### config.mk
export PLATFORM = sky130hd
export DESIGN_NAME = bwf_host_port
export DESIGN_NICKNAME = d
export VERILOG_FILES = /design/src/core/bwf_pkg.sv /design/src/core/bwf_fifo.sv /design/src/core/bwf_host_port.sv
export VERILOG_INCLUDE_DIRS = /design/src /design/src/core
export SDC_FILE = /design/constraint.sdc
export NUM_CORES = 1
export LEC_CHECK = 0
export ABC_AREA = 1
export BUFFER_PORTS_ARGS = -buffer_cell sky130_fd_sc_hd__buf_2
export CORE_UTILIZATION = 45
export DETAILED_ROUTE_END_ITERATION = 8
export HOLD_SLACK_MARGIN = 0.03
export SLEW_MARGIN = 20
export SYNTH_ARGS = -nofsm -noshare
export SYNTH_HDL_FRONTEND = slang
export SYNTH_SLANG_ARGS = --single-unit
export TNS_END_PERCENT = 10
### constraint.sdc
create_clock -name ref_clk -period 1.8 [get_ports ref_clk]
set_clock_uncertainty 0.15 [all_clocks]
set_input_delay 0.18 -clock ref_clk [delete_from_list [all_inputs] [get_ports ref_clk]]
set_output_delay 0.18 -clock ref_clk [all_outputs]
set_load 0.03 [all_outputs]
### src/core/bwf_regs.svh
/*
  Named constants for the byte-wide FIFO host port: widths, depths,
  FIFO level figures and reset values.
  Assumes inclusion by bare name from core/ sources only.
*/
`ifndef BWF_REGS_SVH
`define BWF_REGS_SVH

// Byte bus width
`define BWF_DATA_W 8
// Depth of each internal FIFO in bytes
`define BWF_FIFO_DEPTH 32
// Width of a FIFO level count (log2 of depth plus one)
`define BWF_LEVEL_W 6
`define BWF_LEVEL_EMPTY 6'h00
`define BWF_LEVEL_ONE 6'h01
`define BWF_LEVEL_FULL 6'h20
// Reset values
`define BWF_STROBE_IDLE 1'b1
`define BWF_BYTE_RESET 8'h00
`define BWF_CLK_RESET 1'b0
`define BWF_RST_ACTIVE 1'b0
`define BWF_RST_DONE 1'b1

`endif

### src/core/bwf_pkg.sv
/*
  Types shared by the byte-wide FIFO host port modules.
  Assumes bwf_regs.svh is on the include path.
*/
`include "bwf_regs.svh"

package bwf_pkg;

  typedef logic [`BWF_DATA_W-1:0] bwf_byte_t;
  typedef logic [`BWF_LEVEL_W-1:0] bwf_level_t;

endpackage : bwf_pkg

### src/core/bwf_fifo.sv
/*
  Synchronous FIFO with valid/ready on both sides and a fill level.
  Assumes one clock, a synchronous-release active-low reset and a clock enable.
*/
`timescale 1ns/1ps

module bwf_fifo #(
  parameter int WIDTH = 8,
  parameter int DEPTH = 32
) (
  // Clock, reset, enable
  input wire logic clk,
  input wire logic rst_n,
  input wire logic en,
  // Fill side
  input wire logic [WIDTH-1:0] in_data,
  input wire logic in_valid,
  output logic in_ready,
  // Drain side
  output logic [WIDTH-1:0] out_data,
  output logic out_valid,
  input wire logic out_ready,
  // Status
  output logic [$clog2(DEPTH):0] level
);

  localparam int AW = $clog2(DEPTH);
  localparam logic [AW:0] FULL_LEVEL = (AW+1)'(DEPTH);
  localparam logic [AW-1:0] LAST_PTR = AW'(DEPTH - 1);

  logic [WIDTH-1:0] mem [DEPTH];
  logic [AW-1:0] wr_ptr_reg;
  logic [AW-1:0] rd_ptr_reg;
  logic [AW:0] level_reg;

  wire push = en & in_valid & in_ready;
  wire pop = en & out_valid & out_ready;
  wire [AW-1:0] wr_ptr_next = (wr_ptr_reg == LAST_PTR) ? '0 : wr_ptr_reg + 1'b1;
  wire [AW-1:0] rd_ptr_next = (rd_ptr_reg == LAST_PTR) ? '0 : rd_ptr_reg + 1'b1;

  assign in_ready = (level_reg != FULL_LEVEL);
  assign out_valid = (level_reg != '0);
  assign out_data = mem[rd_ptr_reg];
  assign level = level_reg;

  always_ff @(posedge clk) begin
    if (push) begin
      mem[wr_ptr_reg] <= in_data;
    end
  end

  always_ff @(posedge clk or negedge rst_n) begin
    if (!rst_n) begin
      wr_ptr_reg <= '0;
      rd_ptr_reg <= '0;
      level_reg <= '0;
    end else begin
      if (push) begin
        wr_ptr_reg <= wr_ptr_next;
      end
      if (pop) begin
        rd_ptr_reg <= rd_ptr_next;
      end
      if (push && !pop) begin
        level_reg <= level_reg + 1'b1;
      end else if (pop && !push) begin
        level_reg <= level_reg - 1'b1;
      end
    end
  end

endmodule : bwf_fifo

### src/core/bwf_host_port.sv
/*
  Byte-wide parallel FIFO port between an external host and the device core.
  The host writes bytes into a transmit FIFO drained by the core, and reads
  bytes from a receive FIFO filled by the core.
  Assumes host strobes are synchronous to ref_clk and each strobe level lasts
  at least one enabled cycle; the pad ring resolves the shared bus wire.
*/
`timescale 1ns/1ps
`include "bwf_regs.svh"

module bwf_host_port
  import bwf_pkg::*;
(
  // Clock, reset, enable
  input wire logic ref_clk,
  input wire logic rst_n,
  input wire logic clk_en,
  // Variant select: high for the synchronous FIFO variant
  input wire logic sync_mode,
  // Host byte bus, split into its three signals
  input wire bwf_byte_t byte_bus_lines_i,
  output bwf_byte_t byte_bus_lines_o,
  output logic byte_bus_lines_oe,
  // Host strobes, active low
  input wire logic host_wr_n,
  input wire logic host_rd_n,
  input wire logic host_oe_n,
  // Host status flags, active low
  output logic tx_space_n,
  output logic rx_avail_n,
  // Clock for the synchronous variant
  output logic host_clk_out,
  // Core side: bytes written by the host
  output bwf_byte_t tx_data,
  output logic tx_valid,
  input wire logic tx_ready,
  // Core side: bytes for the host to read
  input wire bwf_byte_t rx_data,
  input wire logic rx_valid,
  output logic rx_ready
);

  // Reset release synchroniser
  logic rst_meta_reg;
  logic rst_sync_reg;
  wire rst_sync_n = rst_sync_reg;

  always_ff @(posedge ref_clk or negedge rst_n) begin
    if (!rst_n) begin
      rst_meta_reg <= `BWF_RST_ACTIVE;
      rst_sync_reg <= `BWF_RST_ACTIVE;
    end else begin
      rst_meta_reg <= `BWF_RST_DONE;
      rst_sync_reg <= rst_meta_reg;
    end
  end

  // Strobe edge detection
  logic wr_prev_reg;
  logic rd_prev_reg;
  wire wr_fall = clk_en & wr_prev_reg & ~host_wr_n;
  wire rd_fall = clk_en & rd_prev_reg & ~host_rd_n;

  always_ff @(posedge ref_clk or negedge rst_sync_n) begin
    if (!rst_sync_n) begin
      wr_prev_reg <= `BWF_STROBE_IDLE;
      rd_prev_reg <= `BWF_STROBE_IDLE;
    end else if (clk_en) begin
      wr_prev_reg <= host_wr_n;
      rd_prev_reg <= host_rd_n;
    end
  end

  // Transmit FIFO: filled by host writes, drained by the core
  bwf_level_t tx_level;
  logic tx_in_ready;
  wire tx_push = wr_fall & tx_in_ready;
  wire tx_pop = clk_en & tx_valid & tx_ready;

  bwf_fifo #(
    .WIDTH(`BWF_DATA_W),
    .DEPTH(`BWF_FIFO_DEPTH)
  ) u_tx_fifo (
    .clk(ref_clk),
    .rst_n(rst_sync_n),
    .en(clk_en),
    .in_data(byte_bus_lines_i),
    .in_valid(tx_push),
    .in_ready(tx_in_ready),
    .out_data(tx_data),
    .out_valid(tx_valid),
    .out_ready(tx_ready),
    .level(tx_level)
  );

  // Writes while full are dropped; the host is told to hold off
  assign tx_space_n = ~tx_in_ready;

  // Receive FIFO: filled by the core, drained by host reads
  bwf_level_t rx_level;
  bwf_byte_t rx_head;
  logic rx_head_valid;
  wire rx_pop = rd_fall & rx_head_valid;
  wire rx_push = clk_en & rx_valid & rx_ready;

  bwf_fifo #(
    .WIDTH(`BWF_DATA_W),
    .DEPTH(`BWF_FIFO_DEPTH)
  ) u_rx_fifo (
    .clk(ref_clk),
    .rst_n(rst_sync_n),
    .en(clk_en),
    .in_data(rx_data),
    .in_valid(rx_valid),
    .in_ready(rx_ready),
    .out_data(rx_head),
    .out_valid(rx_head_valid),
    .out_ready(rx_pop),
    .level(rx_level)
  );

  assign rx_avail_n = ~rx_head_valid;

  // Byte presented to the host, fetched on the read strobe edge
  bwf_byte_t out_byte_reg;

  always_ff @(posedge ref_clk or negedge rst_sync_n) begin
    if (!rst_sync_n) begin
      out_byte_reg <= `BWF_BYTE_RESET;
    end else if (rx_pop) begin
      out_byte_reg <= rx_head;
    end
  end

  assign byte_bus_lines_o = out_byte_reg;

  // Bus drive: read strobe low, and output enable low in synchronous variant
  wire oe_gate_ok = ~sync_mode | ~host_oe_n;
  assign byte_bus_lines_oe = ~host_rd_n & oe_gate_ok;

  // Clock output for the synchronous variant, half of ref_clk
  logic clk_div_reg;

  always_ff @(posedge ref_clk or negedge rst_sync_n) begin
    if (!rst_sync_n) begin
      clk_div_reg <= `BWF_CLK_RESET;
    end else if (clk_en) begin
      clk_div_reg <= sync_mode & ~clk_div_reg;
    end
  end

  assign host_clk_out = clk_div_reg;
endmodule : bwf_host_port

# After elaboration in Yosys (flattened, before gate mapping)
# Memories as Yosys holds them, arrays and structs flattened. A register that Yosys moved wholly into a read port is not among the register bits.
# Cells that the tools add are included.
# totals
rom_bits,0
ramBits,512
mem_count,2
latchBits,0
inputBits,25
out_inout_bits,22
ff_bits,37
# memory_table
name,depth,word_bits,read_ports,rd_clocked_by_memory_dff,write_ports,line,text
u_rx_fifo.mem,32,8,1,1,1,bwf_fifo.sv:31,logic [WIDTH-1:0] mem [DEPTH];
u_tx_fifo.mem,32,8,1,0,1,bwf_fifo.sv:31,
# classes
n_eq_ne,6
magnitude_cmp,0
n_mux,12
div,0
n_reduce_logical,13
addsub,8
shifts,0
bitwise,24
n_mul,0
# op_table
operator,n
$mux W6,4
$add A5 B1 Y5 const B,4
$eq A5 B5 Y1 const B,4
$mux W5,4
$and A1 B1 Y1,16
$add A6 B1 Y6 const B,2
$ne A6 B6 Y1 const B,2
$reduce_bool A6 Y1,2
$sub A6 B1 Y6 const B,2
$not A1 Y1,7
$logic_not A1 Y1,5
$logic_and A1 B1 Y1,4
$mux W1,4
$reduce_bool A2 Y1,2
$or A1 B1 Y1,1

# Depth between registers and ports, before layout
# Gate-level depths: netlist of the first run.
# depth
word_depth,9
ltp_mapped,17
mapped_depth_nobuf,16

# By module
# Synthesis of the first run repeated with hierarchy kept, for this count alone.
# hier_totals
cells_unflattened,2355
area_unflattened_um2,24365.9
# by_module_without_submodules
mod,seq_area_each_um2,area_per_inst_um2,cells_per_inst,instances
bwf_fifo (u_rx_fifo),8087.8,11946.5,1153,1
bwf_fifo (u_tx_fifo),8087.8,11893.9,1147,1
bwf_host_port,327.8,525.5,55,1

# Worst setup path before layout of the first run
# No wires, ideal clock.
# synth_path
kind,reg-to-reg
startpoint,reg u_tx_fifo.level_reg[0] (netlist: u_tx_fifo.level[0])
endpoint,reg u_tx_fifo.level_reg[5] (netlist: u_tx_fifo.level[5])
path_buffers,1
arrival_ns,2.676
path_stages_with_launch,18
path_slack_ns,-1.143
cell_sequence,dfrtp_1 nor2_1 nand3_1 nor3_2 inv_1 nand2_2 inv_1 buf_4 ha_1 inv_1 ha_1 a21oi_1 nand2_1 nand2_1 a21oi_1 xor2_1 nand2_1 nand2_1
# synth_via
elab_chain_cells,7
# synth_lines
element,line,text
"start, declared",bwf_fifo.sv:34,logic [AW:0] level_reg;
"start signal, assigned",bwf_fifo.sv:65,level_reg <= level_reg + 1'b1;
"start signal, assigned",bwf_fifo.sv:67,level_reg <= level_reg - 1'b1;
$ne A6 B6 Y1 (*),bwf_fifo.sv:41,assign in_ready = (level_reg != FULL_LEVEL);
$and A1 B1 Y1,bwf_host_port.sv:77,wire tx_push = wr_fall & tx_in_ready;
$and A1 B1 Y1,bwf_fifo.sv:36,wire push = en & in_valid & in_ready;
$and A1 B1 Y1 (*),bwf_fifo.sv:36,
net u_tx_fifo.push,bwf_fifo.sv:36,
$logic_not A1 Y1,bwf_fifo.sv:66,end else if (pop && !push) begin
$logic_and A1 B1 Y1,bwf_fifo.sv:66,
$reduce_bool A2 Y1 (no source line),-,
# The timed path passes the listed nets; every way through them passes the cells marked *. The select of a mux whose other input is x is not followed.
# A chain may end at the register's enable or synchronous reset.

# Final worst setup path of the first run
# layout_path
startpoint,reg u_tx_fifo.rd_ptr_reg[0]
endpoint,out tx_data[6]
# layout_via
elab_chain_cells,1
# layout_lines
element,line,text
"start, declared",bwf_fifo.sv:33,logic [AW-1:0] rd_ptr_reg;
"start signal, assigned",bwf_fifo.sv:62,rd_ptr_reg <= rd_ptr_next;
$mem_v2 Z32 W8,-,
"end, declared",bwf_host_port.sv:34,"output bwf_byte_t tx_data,"
# No other way between the ends.

==> metrics.md, run 1 <==
| Metric | Value |
|---|---|
| GRT Util Overall | `21.9%` |
| Global-route wire length before repair | `90.4 mm` |
| Fmax | `358 MHz` |
| Cell Area, Synth | `0.0239 mm²` |
| Non-Filler Instances | `3142` |
| Final Cycle Share | `155%` |
| Post-Syn Nets | `2204` |
| CP Capture Type | `primary output` |
| Startpoint Class | `register` |
| Final setup margin | `-0.990 ns` |
| Via count | `16400` |
| Initial Util | `45.5%` |
| Yosys cell types | `30` |
| Ys Warns | `0` |
| Placed cells | `2982` |
| Worst Path Max Fanout | `7` |
| Worst-Margin Slew | `0.669 ns` |
| Largest net degree at the start of global routing | `51` |
| Syn avg cell area | `11.1 µm²` |
| WL/cell | `18.6 µm` |
| Final Hold Fails | `0` |
| IO Count | `47` |
| PortBufs | `46` |
| Outcome | `complete, but fails checks` |
| Ys async rst share | `8.08%` |
| Rows | `84` |
| Clock Root Buffer | `clkbuf_16` |
| Worst endpoint data arrival time | `2.46 ns` |
| Nets | `2456` |
| # DRC | `0` |
| Die W | `232 µm` |
| Via density | `5.22` |
| Final number of setup-violating endpoints | `555` |
| Post-route ant nets | `0` |
| Worst ir drop on vdd | `0.00116 V` |
| Drt pass-1 iters | `5` |
| Antenna violations before repair | `0` |
| Vias in the first global route | `16000` |
| Cells after synthesis | `2153` |
| Register area share after synthesis | `69.2%` |
| Leakage power | `0.0118 µW` |
| Worst-Skew Late Latency | `0.61 ns` |
| Layout cell share with drive strength beyond 1 | `24.4%` |
| Critical Path RT | `1.47 ns` |
| Placeable Area | `0.0524 mm²` |
| Failing checks | `negative setup slack` |
| Number of synthesized register bits | `557` |
| Post-synth top flop | `edfxtp_1` |
| Initial drt markers | `1288` |
| Max-cap viol count | `0` |
| HPWL Detailed | `36.1 mm` |
| Final wirelength | `58.4 mm` |
| Cell Pwr Density | `1460 mW/mm²` |
| RSZ-0062 raised after global routing | `yes` |
| CP Class | `register to primary output` |
| CTS H-tree depth | `2` |
| Height of the die | `232 µm` |
| Antenna cell count | `0` |
| Minimum clock period | `2.79 ns` |
| Die area | `0.0539 mm²` |
| Max-slew violation count | `0` |
| Final Power | `44200 µW` |
| Area Overhead vs Synth | `26.7%` |
| Headroom to the max-slew limit | `55.4%` |
| Global route overflow | `0` |
| CTS tree | `yes` |
| Buffer depth of the longest clock path | `3` |
| FILL cells | `4201` |
| GP Congestion | `0.865` |
| Clock sink count | `557` |
| Number of flops mapped to enable cells by yosys | `512` |
| TritonCTS Buffers | `58` |
| Hold Crit Class | `input port to register` |
| Clk slew on worst S/H paths | `0.06 ns` |
[layout make-up]
class / count / area, µm² / area share [%]
repair buffers: 299 / 3210 / 10.6
multi-input cells: 1245 / 6760 / 22.4
well taps: 688 / 861 / 2.85
clock buffers: 72 / 1500 / 4.97
inverters: 244 / 950 / 3.14
clock inverters: 37 / 432 / 1.43
flip-flops and latches: 557 / 16500 / 54.6
[critical path, stage by stage, from the launching register on]
cell and delay, ns:
dfrtp_4 0.52, clkinv_8 0.14, buf_12 0.18, buf_12 0.14
nand2_2 0.06, nand3_2 0.07, nand3_2 0.07, nand2_1 0.08
a21oi_2 0.12, buf_4 0.14, nand2_2 0.05, nand2_1 0.06
inv_1 0.05, buf_6 0.13
[synth_stat cells, types with 3 or more instances]
cell type  number  share of area (%)
o21ai_0       122                2.6
nand3_1       308                6.5
o22ai_1        24               0.63
o21ai_1        15               0.31
ha_1           24                1.3
dfrtp_1        43                4.5
or2_2          40                1.0
buf_4          12               0.38
buf_6           6               0.28
o211ai_1       34                1.1
xor2_1          7               0.26
inv_1         236                3.7
inv_2           3              0.047
nor3_1          7               0.15
clkinv_1        4              0.063
xnor2_1         6               0.22
buf_2          48                1.0
edfxtp_1      512                 64
a21oi_1        29               0.61
nand2_1       399                6.3
nor2_1        223                3.5
clkbuf_1       30               0.47
buf_1          11               0.17
[kinds of logic (layout without fill, tap and decap cells)]
family	count (synthesis)	in the layout	share of synthesized area, %
simple gates	981	981	17.6
xor+xnor	13	13	0.477
flops	557	557	69.2
buf+inv	351	652	6.16
other cells	1	1	0.0157
compound gates	224	224	5.18
fa+ha+maj	26	26	1.43
[power breakdown]
group	switching, µW	leakage, µW	internal [µW]	total [µW]
sequential	597	0.00515	14800	15400
combinational	10000	0.00570	6630	16700
clock	5020	0.000942	7100	12100
[path summary, 6_finish.rpt]
| kind | from | end | slack (ns) | cells past startpoint |
|---|---|---|---|---|
| max | u_tx_fifo.rd_ptr_reg[0]$_DFFE_PN0P_ | tx_data[6] | -0.99 | 13 |
| min reg2reg | rst_sync_n$_DFF_PN0_ | u_tx_fifo.rd_ptr_reg[4]$_DFFE_PN0P_ | 0.04 | 0 |
| min in group asynchronous | rst_sync_n$_DFF_PN0_ | u_tx_fifo.rd_ptr_reg[4]$_DFFE_PN0P_ | 0.04 | 0 |
| max in group asynchronous | rst_sync_n$_DFF_PN0_ | rd_prev_reg$_DFFE_PN1P_ | 0.87 | 1 |
| min | host_rd_n | u_rx_fifo.level[1]$_DFFE_PN0P_ | 0.009 | 7 |
| max reg2reg | u_tx_fifo.level[1]$_DFFE_PN0P_ | u_tx_fifo.level[5]$_DFFE_PN0P_ | -0.58 | 16 |
[per-stage QoR]
step	instance area [µm²]	utilization (%)	hold WS (ns)	worst slack [ns]	setup TNS (ns)
6_report	30200	57.6	0.00943	-0.990	-99.71
5_1_grt	30200	57.6	0.0380	-1.09	-150.97
4_1_cts	29800	56.8	-0.0312	-0.983	-105.86
3_5_place_dp	26500	50.6	-0.180	-0.521	-134.48
3_3_place_gp	26500	50.6	-0.180	-0.512	-121.12
2_1_floorplan	24000	-	-0.266	-0.844	-87.51
[metal layers]
metal  global-route usage, %  vias to the layer above  routed length, µm
met5                       0                        -                  0
met4                    7.38                        0               1550
met3                    3.45                      108               3470
met2                    34.4                      489              27100
met1                    30.9                     7972              26300
li1                        -                     7847                  -
[cells in the final DEF (no fill, tap or decap), types with 5 or more instances in the layout]
cell type and count:
nor3_4 5, buf_4 112, clkinv_1 14, or2_2 40
bufinv_16 8, clkbuf_1 14, buf_12 45, a21oi_2 14
dlygate4sd3_1 26, o21ai_0 103, ha_4 8, clkinv_2 13
nand2_1 350, inv_2 11, nand3_2 26, nor2_1 165
ha_1 16, nor2_4 16, nand2_4 11, o211ai_1 34
a21oi_1 11, edfxtp_1 512, o22ai_1 21, nand2_2 39
nor2_2 43, o21ai_1 34, dfrtp_1 38, buf_6 72
xor2_1 7, buf_2 34, nand3_1 279, inv_1 223
clkbuf_16 59
[repair_timing]
action,CTS,global route
endpoints found under the setup margin,551,557
gates cloned,4,1
pin swaps,55,41
hold buffers,26,0
hold endpoints to repair,500,0
buffers inserted,21,11
resized for setup,225,112
No activity file was read; power rests on OpenSTA's default activity.
==> run 2: changes to the inputs <==
--- a/config.mk
+++ b/config.mk
@@ -11,8 +11,10 @@
 export CORE_UTILIZATION = 45
 export DETAILED_ROUTE_END_ITERATION = 8
 export HOLD_SLACK_MARGIN = 0.03
+export REMOVE_ABC_BUFFERS = 1
 export SLEW_MARGIN = 20
 export SYNTH_ARGS = -nofsm -noshare
 export SYNTH_HDL_FRONTEND = slang
+export SYNTH_HIERARCHICAL = 1
 export SYNTH_SLANG_ARGS = --single-unit
 export TNS_END_PERCENT = 10
==> metrics.md, run 2 <==
| Metric | Value |
|---|---|
| Vias in the first global route | `16800 (was 16000)` |
| Final setup margin | `-0.922 ns (was -0.990 ns)` |
| CTS H-tree depth | `2 (unchanged)` |
| CTS tree | `yes (unchanged)` |
| Pre-CTS WS | `-0.797 ns (was -0.521 ns)` |
| Int Pwr | `29600 µW (was 28500 µW)` |
| Height of the die | `235 µm (was 232 µm)` |
| HPWL Detailed | `38.3 mm (was 36.1 mm)` |
| Worst Path Max Fanout | `6 (was 7)` |
| Net Switching | `17400 µW (was 15700 µW)` |
| Die area | `0.0551 mm² (was 0.0539 mm²)` |
| Cell Pwr Density | `1500 mW/mm² (was 1460 mW/mm²)` |
| Max-cap viol count | `0 (unchanged)` |
| Fmax | `367 MHz (was 358 MHz)` |
| Yosys cell types | `31 (was 30)` |
| Register area share after synthesis | `67.7% (was 69.2%)` |
| Yosys top cell area share | `63.1% (was 64.4%)` |
| Number of flops mapped to enable cells by yosys | `512 (unchanged)` |
| Post-route ant nets | `0 (unchanged)` |
| TritonCTS Buffers | `57 (was 58)` |
| Non-Filler Instances | `3336 (was 3142)` |
| Number of synthesized register bits | `557 (unchanged)` |
| Synth area leaders | `edfxtp_1 63%, nand2_1 12%, nand3_1 7.1%, inv_1 4.6%, dfrtp_1 4.4% (was edfxtp_1 64%, nand3_1 6.5%, nand2_1 6.3%, dfrtp_1 4.5%, inv_1 3.7%)` |
| Drt pass-1 iters | `6 (was 5)` |
| Via count | `17500 (was 16400)` |
| Commonest non-fill, non-tap cells in the layout | `731 x nand2_1, 512 x edfxtp_1, 287 x nand3_1, 276 x inv_1, 128 x buf_4 (was 512 x edfxtp_1, 350 x nand2_1, 279 x nand3_1, 223 x inv_1, 165 x nor2_1)` |
| Clock sink count | `557 (unchanged)` |
| Global-route wire length before repair | `95.1 mm (was 90.4 mm)` |
| Die W | `235 µm (was 232 µm)` |
| RSZ-0062 raised after global routing | `yes (unchanged)` |
| Initial Util | `45.9% (was 45.5%)` |
| WP buf/inv | `5 (was 6)` |
| Placeable Area | `0.0531 mm² (was 0.0524 mm²)` |
| Post-synth top flop | `edfxtp_1 (unchanged)` |
| CP most frequent cell | `nand2_1` |
| Rows | `84 (unchanged)` |
| CP top delay family | `buffers and inverters (unchanged)` |
| Synth area leader | `edfxtp_1 (unchanged)` |
| FILL cells | `4283 (was 4201)` |
| WL/cell | `18.7 µm (was 18.6 µm)` |
| Ys async rst share | `8.08% (unchanged)` |
| Hold Crit Class | `register to async pin (was input port to register)` |
| Crit-path cells | `clkinv_8, buf_16, buf_4, nand2_1, nand3_2, nand3_2, nand2_1, nor2_2, nand2_1, nand2_2, inv_1, buf_6 (was clkinv_8, buf_12, buf_12, nand2_2, nand3_2, nand3_2, nand2_1, a21oi_2, buf_4, nand2_2, nand2_1, inv_1, buf_6)` |
| Max-slew violation count | `0 (unchanged)` |
| Crit-path slowest cell | `dfrtp_4 (unchanged)` |
| Sequential power share | `32.6% (was 34.9%)` |
| Area Overhead vs Synth | `28.0% (was 26.7%)` |
| PortBufs | `46 (unchanged)` |
| Largest net degree at the start of global routing | `65 (was 51)` |
| Placed cells | `3167 (was 2982)` |
| Critical Path RT | `1.47 ns (about the same)` |
| Worst ir drop on vdd | `0.000870 V (was 0.00116 V)` |
| Via density | `5.25 (was 5.22)` |
| CP Class | `register to primary output (unchanged)` |
| Headroom to the max-slew limit | `54.5% (was 55.4%)` |
| Global route overflow | `0 (unchanged)` |
| Antenna cell count | `0 (unchanged)` |
| Final Cycle Share | `151% (was 155%)` |
| Cell Area, Synth | `0.0244 mm² (was 0.0239 mm²)` |
| IO Count | `47 (unchanged)` |
| Antenna violations before repair | `0 (unchanged)` |
| Worst-Skew Late Latency | `0.62 ns (was 0.61 ns)` |
| Nets | `2651 (was 2456)` |
| Clock Power Share | `26.2% (was 27.4%)` |
| Clock Root Buffer | `clkbuf_16 (unchanged)` |
| Leakage power | `0.0129 µW (was 0.0118 µW)` |
| Final Hold Fails | `0 (unchanged)` |
| Worst-Margin Slew | `0.682 ns (was 0.669 ns)` |
| Most common cell after layout, fill and taps aside | `nand2_1 (was edfxtp_1)` |
| Minimum clock period | `2.72 ns (was 2.79 ns)` |
| Worst endpoint data arrival time | `2.39 ns (was 2.46 ns)` |
| # DRC | `0 (unchanged)` |
| Startpoint Class | `register (unchanged)` |
| GP Congestion | `0.861 (was 0.865)` |
| Final wirelength | `62.2 mm (was 58.4 mm)` |
| Syn avg cell area | `10.3 µm² (was 11.1 µm²)` |
| Comb pwr share | `41.2% (was 37.7%)` |
| Ys Warns | `6 (was 0)` |
| Initial drt markers | `1594 (was 1288)` |
| Clk slew on worst S/H paths | `0.06 ns (about the same)` |
| Buffer depth of the longest clock path | `3 (unchanged)` |
| GRT Util Overall | `22.2% (was 21.9%)` |
| Outcome | `complete, but fails checks (unchanged)` |
| Final number of setup-violating endpoints | `514 (was 555)` |
| Layout cell share with drive strength beyond 1 | `23.9% (was 24.4%)` |
| Failing checks | `negative setup slack (unchanged)` |
| CP Capture Type | `primary output (unchanged)` |
| Count leader, synth | `nand2_1 (was edfxtp_1)` |
| Cells after synthesis | `2355 (was 2153)` |
| Crit-path max cell delay | `0.53 ns (was 0.52 ns)` |
| Most frequent cells after synthesis | `779 x nand2_1, 512 x edfxtp_1, 348 x nand3_1, 296 x inv_1, 83 x nor2_1 (was 512 x edfxtp_1, 399 x nand2_1, 308 x nand3_1, 236 x inv_1, 223 x nor2_1)` |
| Switching fraction of total power | `37.0% (was 35.4%)` |
run 2: metal layers:
| metal | vias to the layer above | routed length (µm) | GRT usage, % |
|---|---|---|---|
| met4 | 0 | 1200 | 5.98 |
| met5 | - | 0 | 0 |
| met3 | 86 | 4670 | 3.30 |
| li1 | 8280 | - | - |
| met2 | 646 | 27900 | 33.8 |
| met1 | 8517 | 28400 | 33.2 |
run 2: cells by family (layout without fill, tap and decap cells):
| family | count (synthesis) | in the layout | synth area share (%) |
|---|---|---|---|
| AO/OA/AOI/OAI | 87 | 87 | 1.98 |
| XOR/XNOR | 11 | 11 | 0.395 |
| adder cells (fa/ha/maj) | 27 | 27 | 1.45 |
| buffers and inverters | 417 | 710 | 6.97 |
| flip-flops | 557 | 557 | 67.7 |
| other | 1 | 1 | 0.0154 |
| AND/OR/NAND/NOR | 1255 | 1255 | 21.5 |
run 2: final cells by class:
class,instances,area (µm²),area share [%]
clock inverter,34,388,1.24
sequential,557,16500,53.0
multi-input combinational,1381,7560,24.2
inverter,311,1200,3.85
timing repair buffer,291,3070,9.84
clock buffer,74,1590,5.10
tap,688,861,2.76
run 2: repair_timing:
action,in CTS,in global routing
hold endpoints to repair,475,0
gates resized for setup,225,215
setup endpoints to repair,527,556
gates cloned,2,4
pin swaps,34,55
buffers inserted,18,16
hold buffers,28,0
run 2: final timing paths:
kind / startpoint / end / slack [ns] / cells past startpoint
worst max-delay path: u_tx_fifo/rd_ptr_reg[0]$_DFFE_PN0P_ / tx_data[7] / -0.92 / 12
worst min-delay path: rst_sync_n$_DFF_PN0_ / wr_prev_reg$_DFFE_PN1P_ / 0.12 / 0
worst max register to register: u_rx_fifo/level[1]$_DFFE_PN0P_ / u_rx_fifo/level[4]$_DFFE_PN0P_ / -0.51 / 12
worst min register to register: rst_sync_n$_DFF_PN0_ / wr_prev_reg$_DFFE_PN1P_ / 0.12 / 0
max in group asynchronous: rst_sync_n$_DFF_PN0_ / u_tx_fifo/level[0]$_DFFE_PN0P_ / 0.60 / 1
min in group ref_clk: clk_en / u_tx_fifo/level[3]$_DFFE_PN0P_ / 0.12 / 6
run 2: power by group through the flow:
stage	combinational, µW	clock (µW)	sequential, µW
2_1_floorplan	7500	0	16400
3_3_place_gp	15500	0	15400
3_5_place_dp	15700	0	15500
4_1_cts	17400	12500	15200
5_1_grt	20800	13000	15300
6_report	19300	12300	15300
run 2: metrics by stage:
step / hold WS, ns / power [µW] / area, µm² / util [%] / TNS, ns
global placement: -0.186 / 31000 / 26800 / 50.5 / -215.43
detailed placement: -0.182 / 31200 / 26800 / 50.5 / -237.39
floorplan: -0.266 / 23900 / 23800 / - / -434.39
CTS: 0.0852 / 45200 / 30200 / 57.0 / -85.24
global route: 0.141 / 49200 / 31200 / 58.7 / -143.13
finish: 0.120 / 46900 / 31200 / 58.7 / -91.29
==> run 3: changes to the inputs <==
--- a/config.mk
+++ b/config.mk
@@ -11,6 +11,7 @@
 export CORE_UTILIZATION = 45
 export DETAILED_ROUTE_END_ITERATION = 8
 export HOLD_SLACK_MARGIN = 0.03
+export PLACE_DENSITY_LB_ADDON = 0.05
 export REMOVE_ABC_BUFFERS = 1
 export SLEW_MARGIN = 20
 export SYNTH_ARGS = -nofsm -noshare
==> metrics.md, run 3 (synthesis results as in run 2) <==
| Metric | Value |
|---|---|
| Worst endpoint data arrival time | `2.36 ns (was 2.39 ns)` |
| Final Cycle Share | `149% (was 151%)` |
| Clock Root Buffer | `clkbuf_16 (unchanged)` |
| CP Class | `register to primary output (unchanged)` |
| Seq. cell area | `0.0165 mm² (about the same)` |
| Antenna cell count | `0 (unchanged)` |
| Final number of setup-violating endpoints | `526 (was 514)` |
| Final wirelength | `66.3 mm (was 62.2 mm)` |
| Layout Utilization | `60.1% (was 58.7%)` |
| CTS tree | `yes (unchanged)` |
| Worst-Margin Slew | `0.675 ns (was 0.682 ns)` |
| Cells on worst reg2reg path | `17 (was 12)` |
| RSZ-0062 raised after global routing | `yes (unchanged)` |
| Worst ir drop on vdd | `0.000876 V (was 0.000870 V)` |
| Post-route ant nets | `0 (unchanged)` |
| CTS H-tree depth | `2 (unchanged)` |
| IO Count | `47 (unchanged)` |
| R2R Setup Slk | `-0.52 ns (was -0.51 ns)` |
| WL/cell | `19.5 µm (was 18.7 µm)` |
| CP Capture Type | `primary output (unchanged)` |
| Largest net degree at the start of global routing | `45 (was 65)` |
| Cell Pwr Density | `1520 mW/mm² (was 1500 mW/mm²)` |
| Max-cap viol count | `0 (unchanged)` |
| Outcome | `complete, but fails checks (unchanged)` |
| Max-slew violation count | `0 (unchanged)` |
| Global-route wire length before repair | `97.2 mm (was 95.1 mm)` |
| Fmax | `372 MHz (was 367 MHz)` |
| FILL cells | `4338 (was 4283)` |
| Die W | `235 µm (unchanged)` |
| GRT Util Overall | `22.9% (was 22.2%)` |
| PortBufs | `46 (unchanged)` |
| Buffer depth of the longest clock path | `3 (unchanged)` |
| Setup TNS | `-106.78 ns (was -91.29 ns)` |
| Via density | `5.07 (was 5.25)` |
| Nets | `2718 (was 2651)` |
| Critical Path RT | `1.47 ns (about the same)` |
| # DRC | `0 (unchanged)` |
| Die area | `0.0551 mm² (unchanged)` |
| Height of the die | `235 µm (unchanged)` |
| Clk slew on worst S/H paths | `0.06 ns (about the same)` |
| Worst Path Max Fanout | `6 (unchanged)` |
| Multi-input logic area | `0.00748 mm² (was 0.00756 mm²)` |
| Failing checks | `negative setup slack (unchanged)` |
| Drt pass-1 iters | `5 (was 6)` |
| Minimum clock period | `2.69 ns (was 2.72 ns)` |
| TritonCTS Buffers | `59 (was 57)` |
| Initial drt markers | `1089 (was 1594)` |
| Placeable Area | `0.0531 mm² (unchanged)` |
| Leakage power | `0.0132 µW (was 0.0129 µW)` |
| Antenna violations before repair | `0 (unchanged)` |
| Hold Crit Class | `register to async pin (unchanged)` |
| Worst-Skew Late Latency | `0.61 ns (was 0.62 ns)` |
| Rows | `84 (unchanged)` |
| Most common cell after layout, fill and taps aside | `nand2_1 (unchanged)` |
| GP Congestion | `0.812 (was 0.861)` |
| Layout cell share with drive strength beyond 1 | `25.7% (was 23.9%)` |
| Startpoint Class | `register (unchanged)` |
| Final Hold Fails | `0 (unchanged)` |
| Headroom to the max-slew limit | `54.8% (was 54.5%)` |
| Global route overflow | `0 (unchanged)` |
| HPWL Detailed | `39.7 mm (was 38.3 mm)` |
| Initial Util | `45.9% (unchanged)` |
| Vias in the first global route | `17000 (was 16800)` |
| Via count | `17300 (was 17500)` |
| Area Overhead vs Synth | `30.9% (was 28.0%)` |
| Commonest non-fill, non-tap cells in the layout | `712 x nand2_1, 512 x edfxtp_1, 275 x inv_1, 272 x nand3_1, 173 x buf_4 (was 731 x nand2_1, 512 x edfxtp_1, 287 x nand3_1, 276 x inv_1, 128 x buf_4)` |
| Clock sink count | `557 (unchanged)` |
| Final setup margin | `-0.886 ns (was -0.922 ns)` |
## run 3: changes by cell type in the layout (fill, tap and decap cells not counted), moves of 13 or more
cell	before	now
buf_4	128	173
clkbuf_16	62	81
nand2_1	731	712
nand2_2	45	60
nand3_1	287	272
nand3_2	58	73
nor2_2	23	10
nor3_1	3	25
nor3_4	26	9
## run 3: layer usage
| metal | wire length (µm) | track usage [%] | vias to the layer above | part of all wire [%] |
|---|---|---|---|---|
| met2 | 33700 | 40.2 | 409 | 51 |
| met4 | 2070 | 8.39 | 0 | 3.1 |
| li1 | - | - | 8411 | - |
| met5 | 0 | 0 | - | 0 |
| met1 | 27600 | 29.0 | 8330 | 42 |
| met3 | 2950 | 3.10 | 101 | 4.5 |
## run 3: path summary, 6_finish.rpt
kind                                                startpoint                             end
setup / recovery           u_tx_fifo/rd_ptr_reg[0]$_DFFE_PN0P_                      tx_data[1]
min in group ref_clk                                    clk_en  u_rx_fifo/level[5]$_DFFE_PN0P_
hold reg to reg                           rst_sync_n$_DFF_PN0_  u_tx_fifo/level[4]$_DFFE_PN0P_
setup reg to reg                u_rx_fifo/level[1]$_DFFE_PN0P_  u_rx_fifo/level[4]$_DFFE_PN0P_
hold / removal                            rst_sync_n$_DFF_PN0_  u_tx_fifo/level[4]$_DFFE_PN0P_
max in group asynchronous                 rst_sync_n$_DFF_PN0_         rd_prev_reg$_DFFE_PN1P_
## run 3: timing repair
item,4_1_cts,5_1_grt
endpoints found under the hold margin,491,0
gates resized for setup,241,210
buffers inserted,19,28
pin swaps,42,98
cloned,4,24
setup endpoints to repair,538,557
hold buffers,27,0
## run 3: per-stage QoR
step                      total power [µW]  hold slack, ns  std cells  area (µm²)  setup WS (ns)
after floorplan                      23900          -0.266       2249       23800          -3.11
after global placement               31200          -0.185       3199       27000         -0.693
after detailed placement             31300          -0.182       3199       27000         -0.758
after CTS                            45200          0.0401       3355       30300         -0.876
after global routing                 50900          0.0852       3401       31900         -0.951
final                                48500          0.0698       3401       31900         -0.886
## run 3: final cells by class
cell class / instances / share of cell area (%)
Tap cell: 688 / 2.70
Clock inverter: 29 / 0.902
Multi-Input combinational cell: 1381 / 23.5
Clock buffer: 79 / 5.00
Sequential cell: 557 / 51.8
Timing Repair Buffer: 356 / 12.3
Inverter: 311 / 3.82
## run 3: where the power goes
group	switching [µW]	leakage (µW)	internal, µW
clock network	4920	0.000917	7020
registers	468	0.00514	14800
logic	12300	0.00716	8950
total	17700	0.0132	30800
## run 3: worst max-delay path: stages (launching register included)
cell and delay [ns]:
dfrtp_4 0.54, buf_12 0.18, clkbuf_16 0.15, nand2_2 0.07, nand3_2 0.08, a21oi_2 0.17, nor2_1 0.07, buf_4 0.15
nand2_2 0.07, nand2_2 0.06, inv_2 0.05, buf_6 0.12
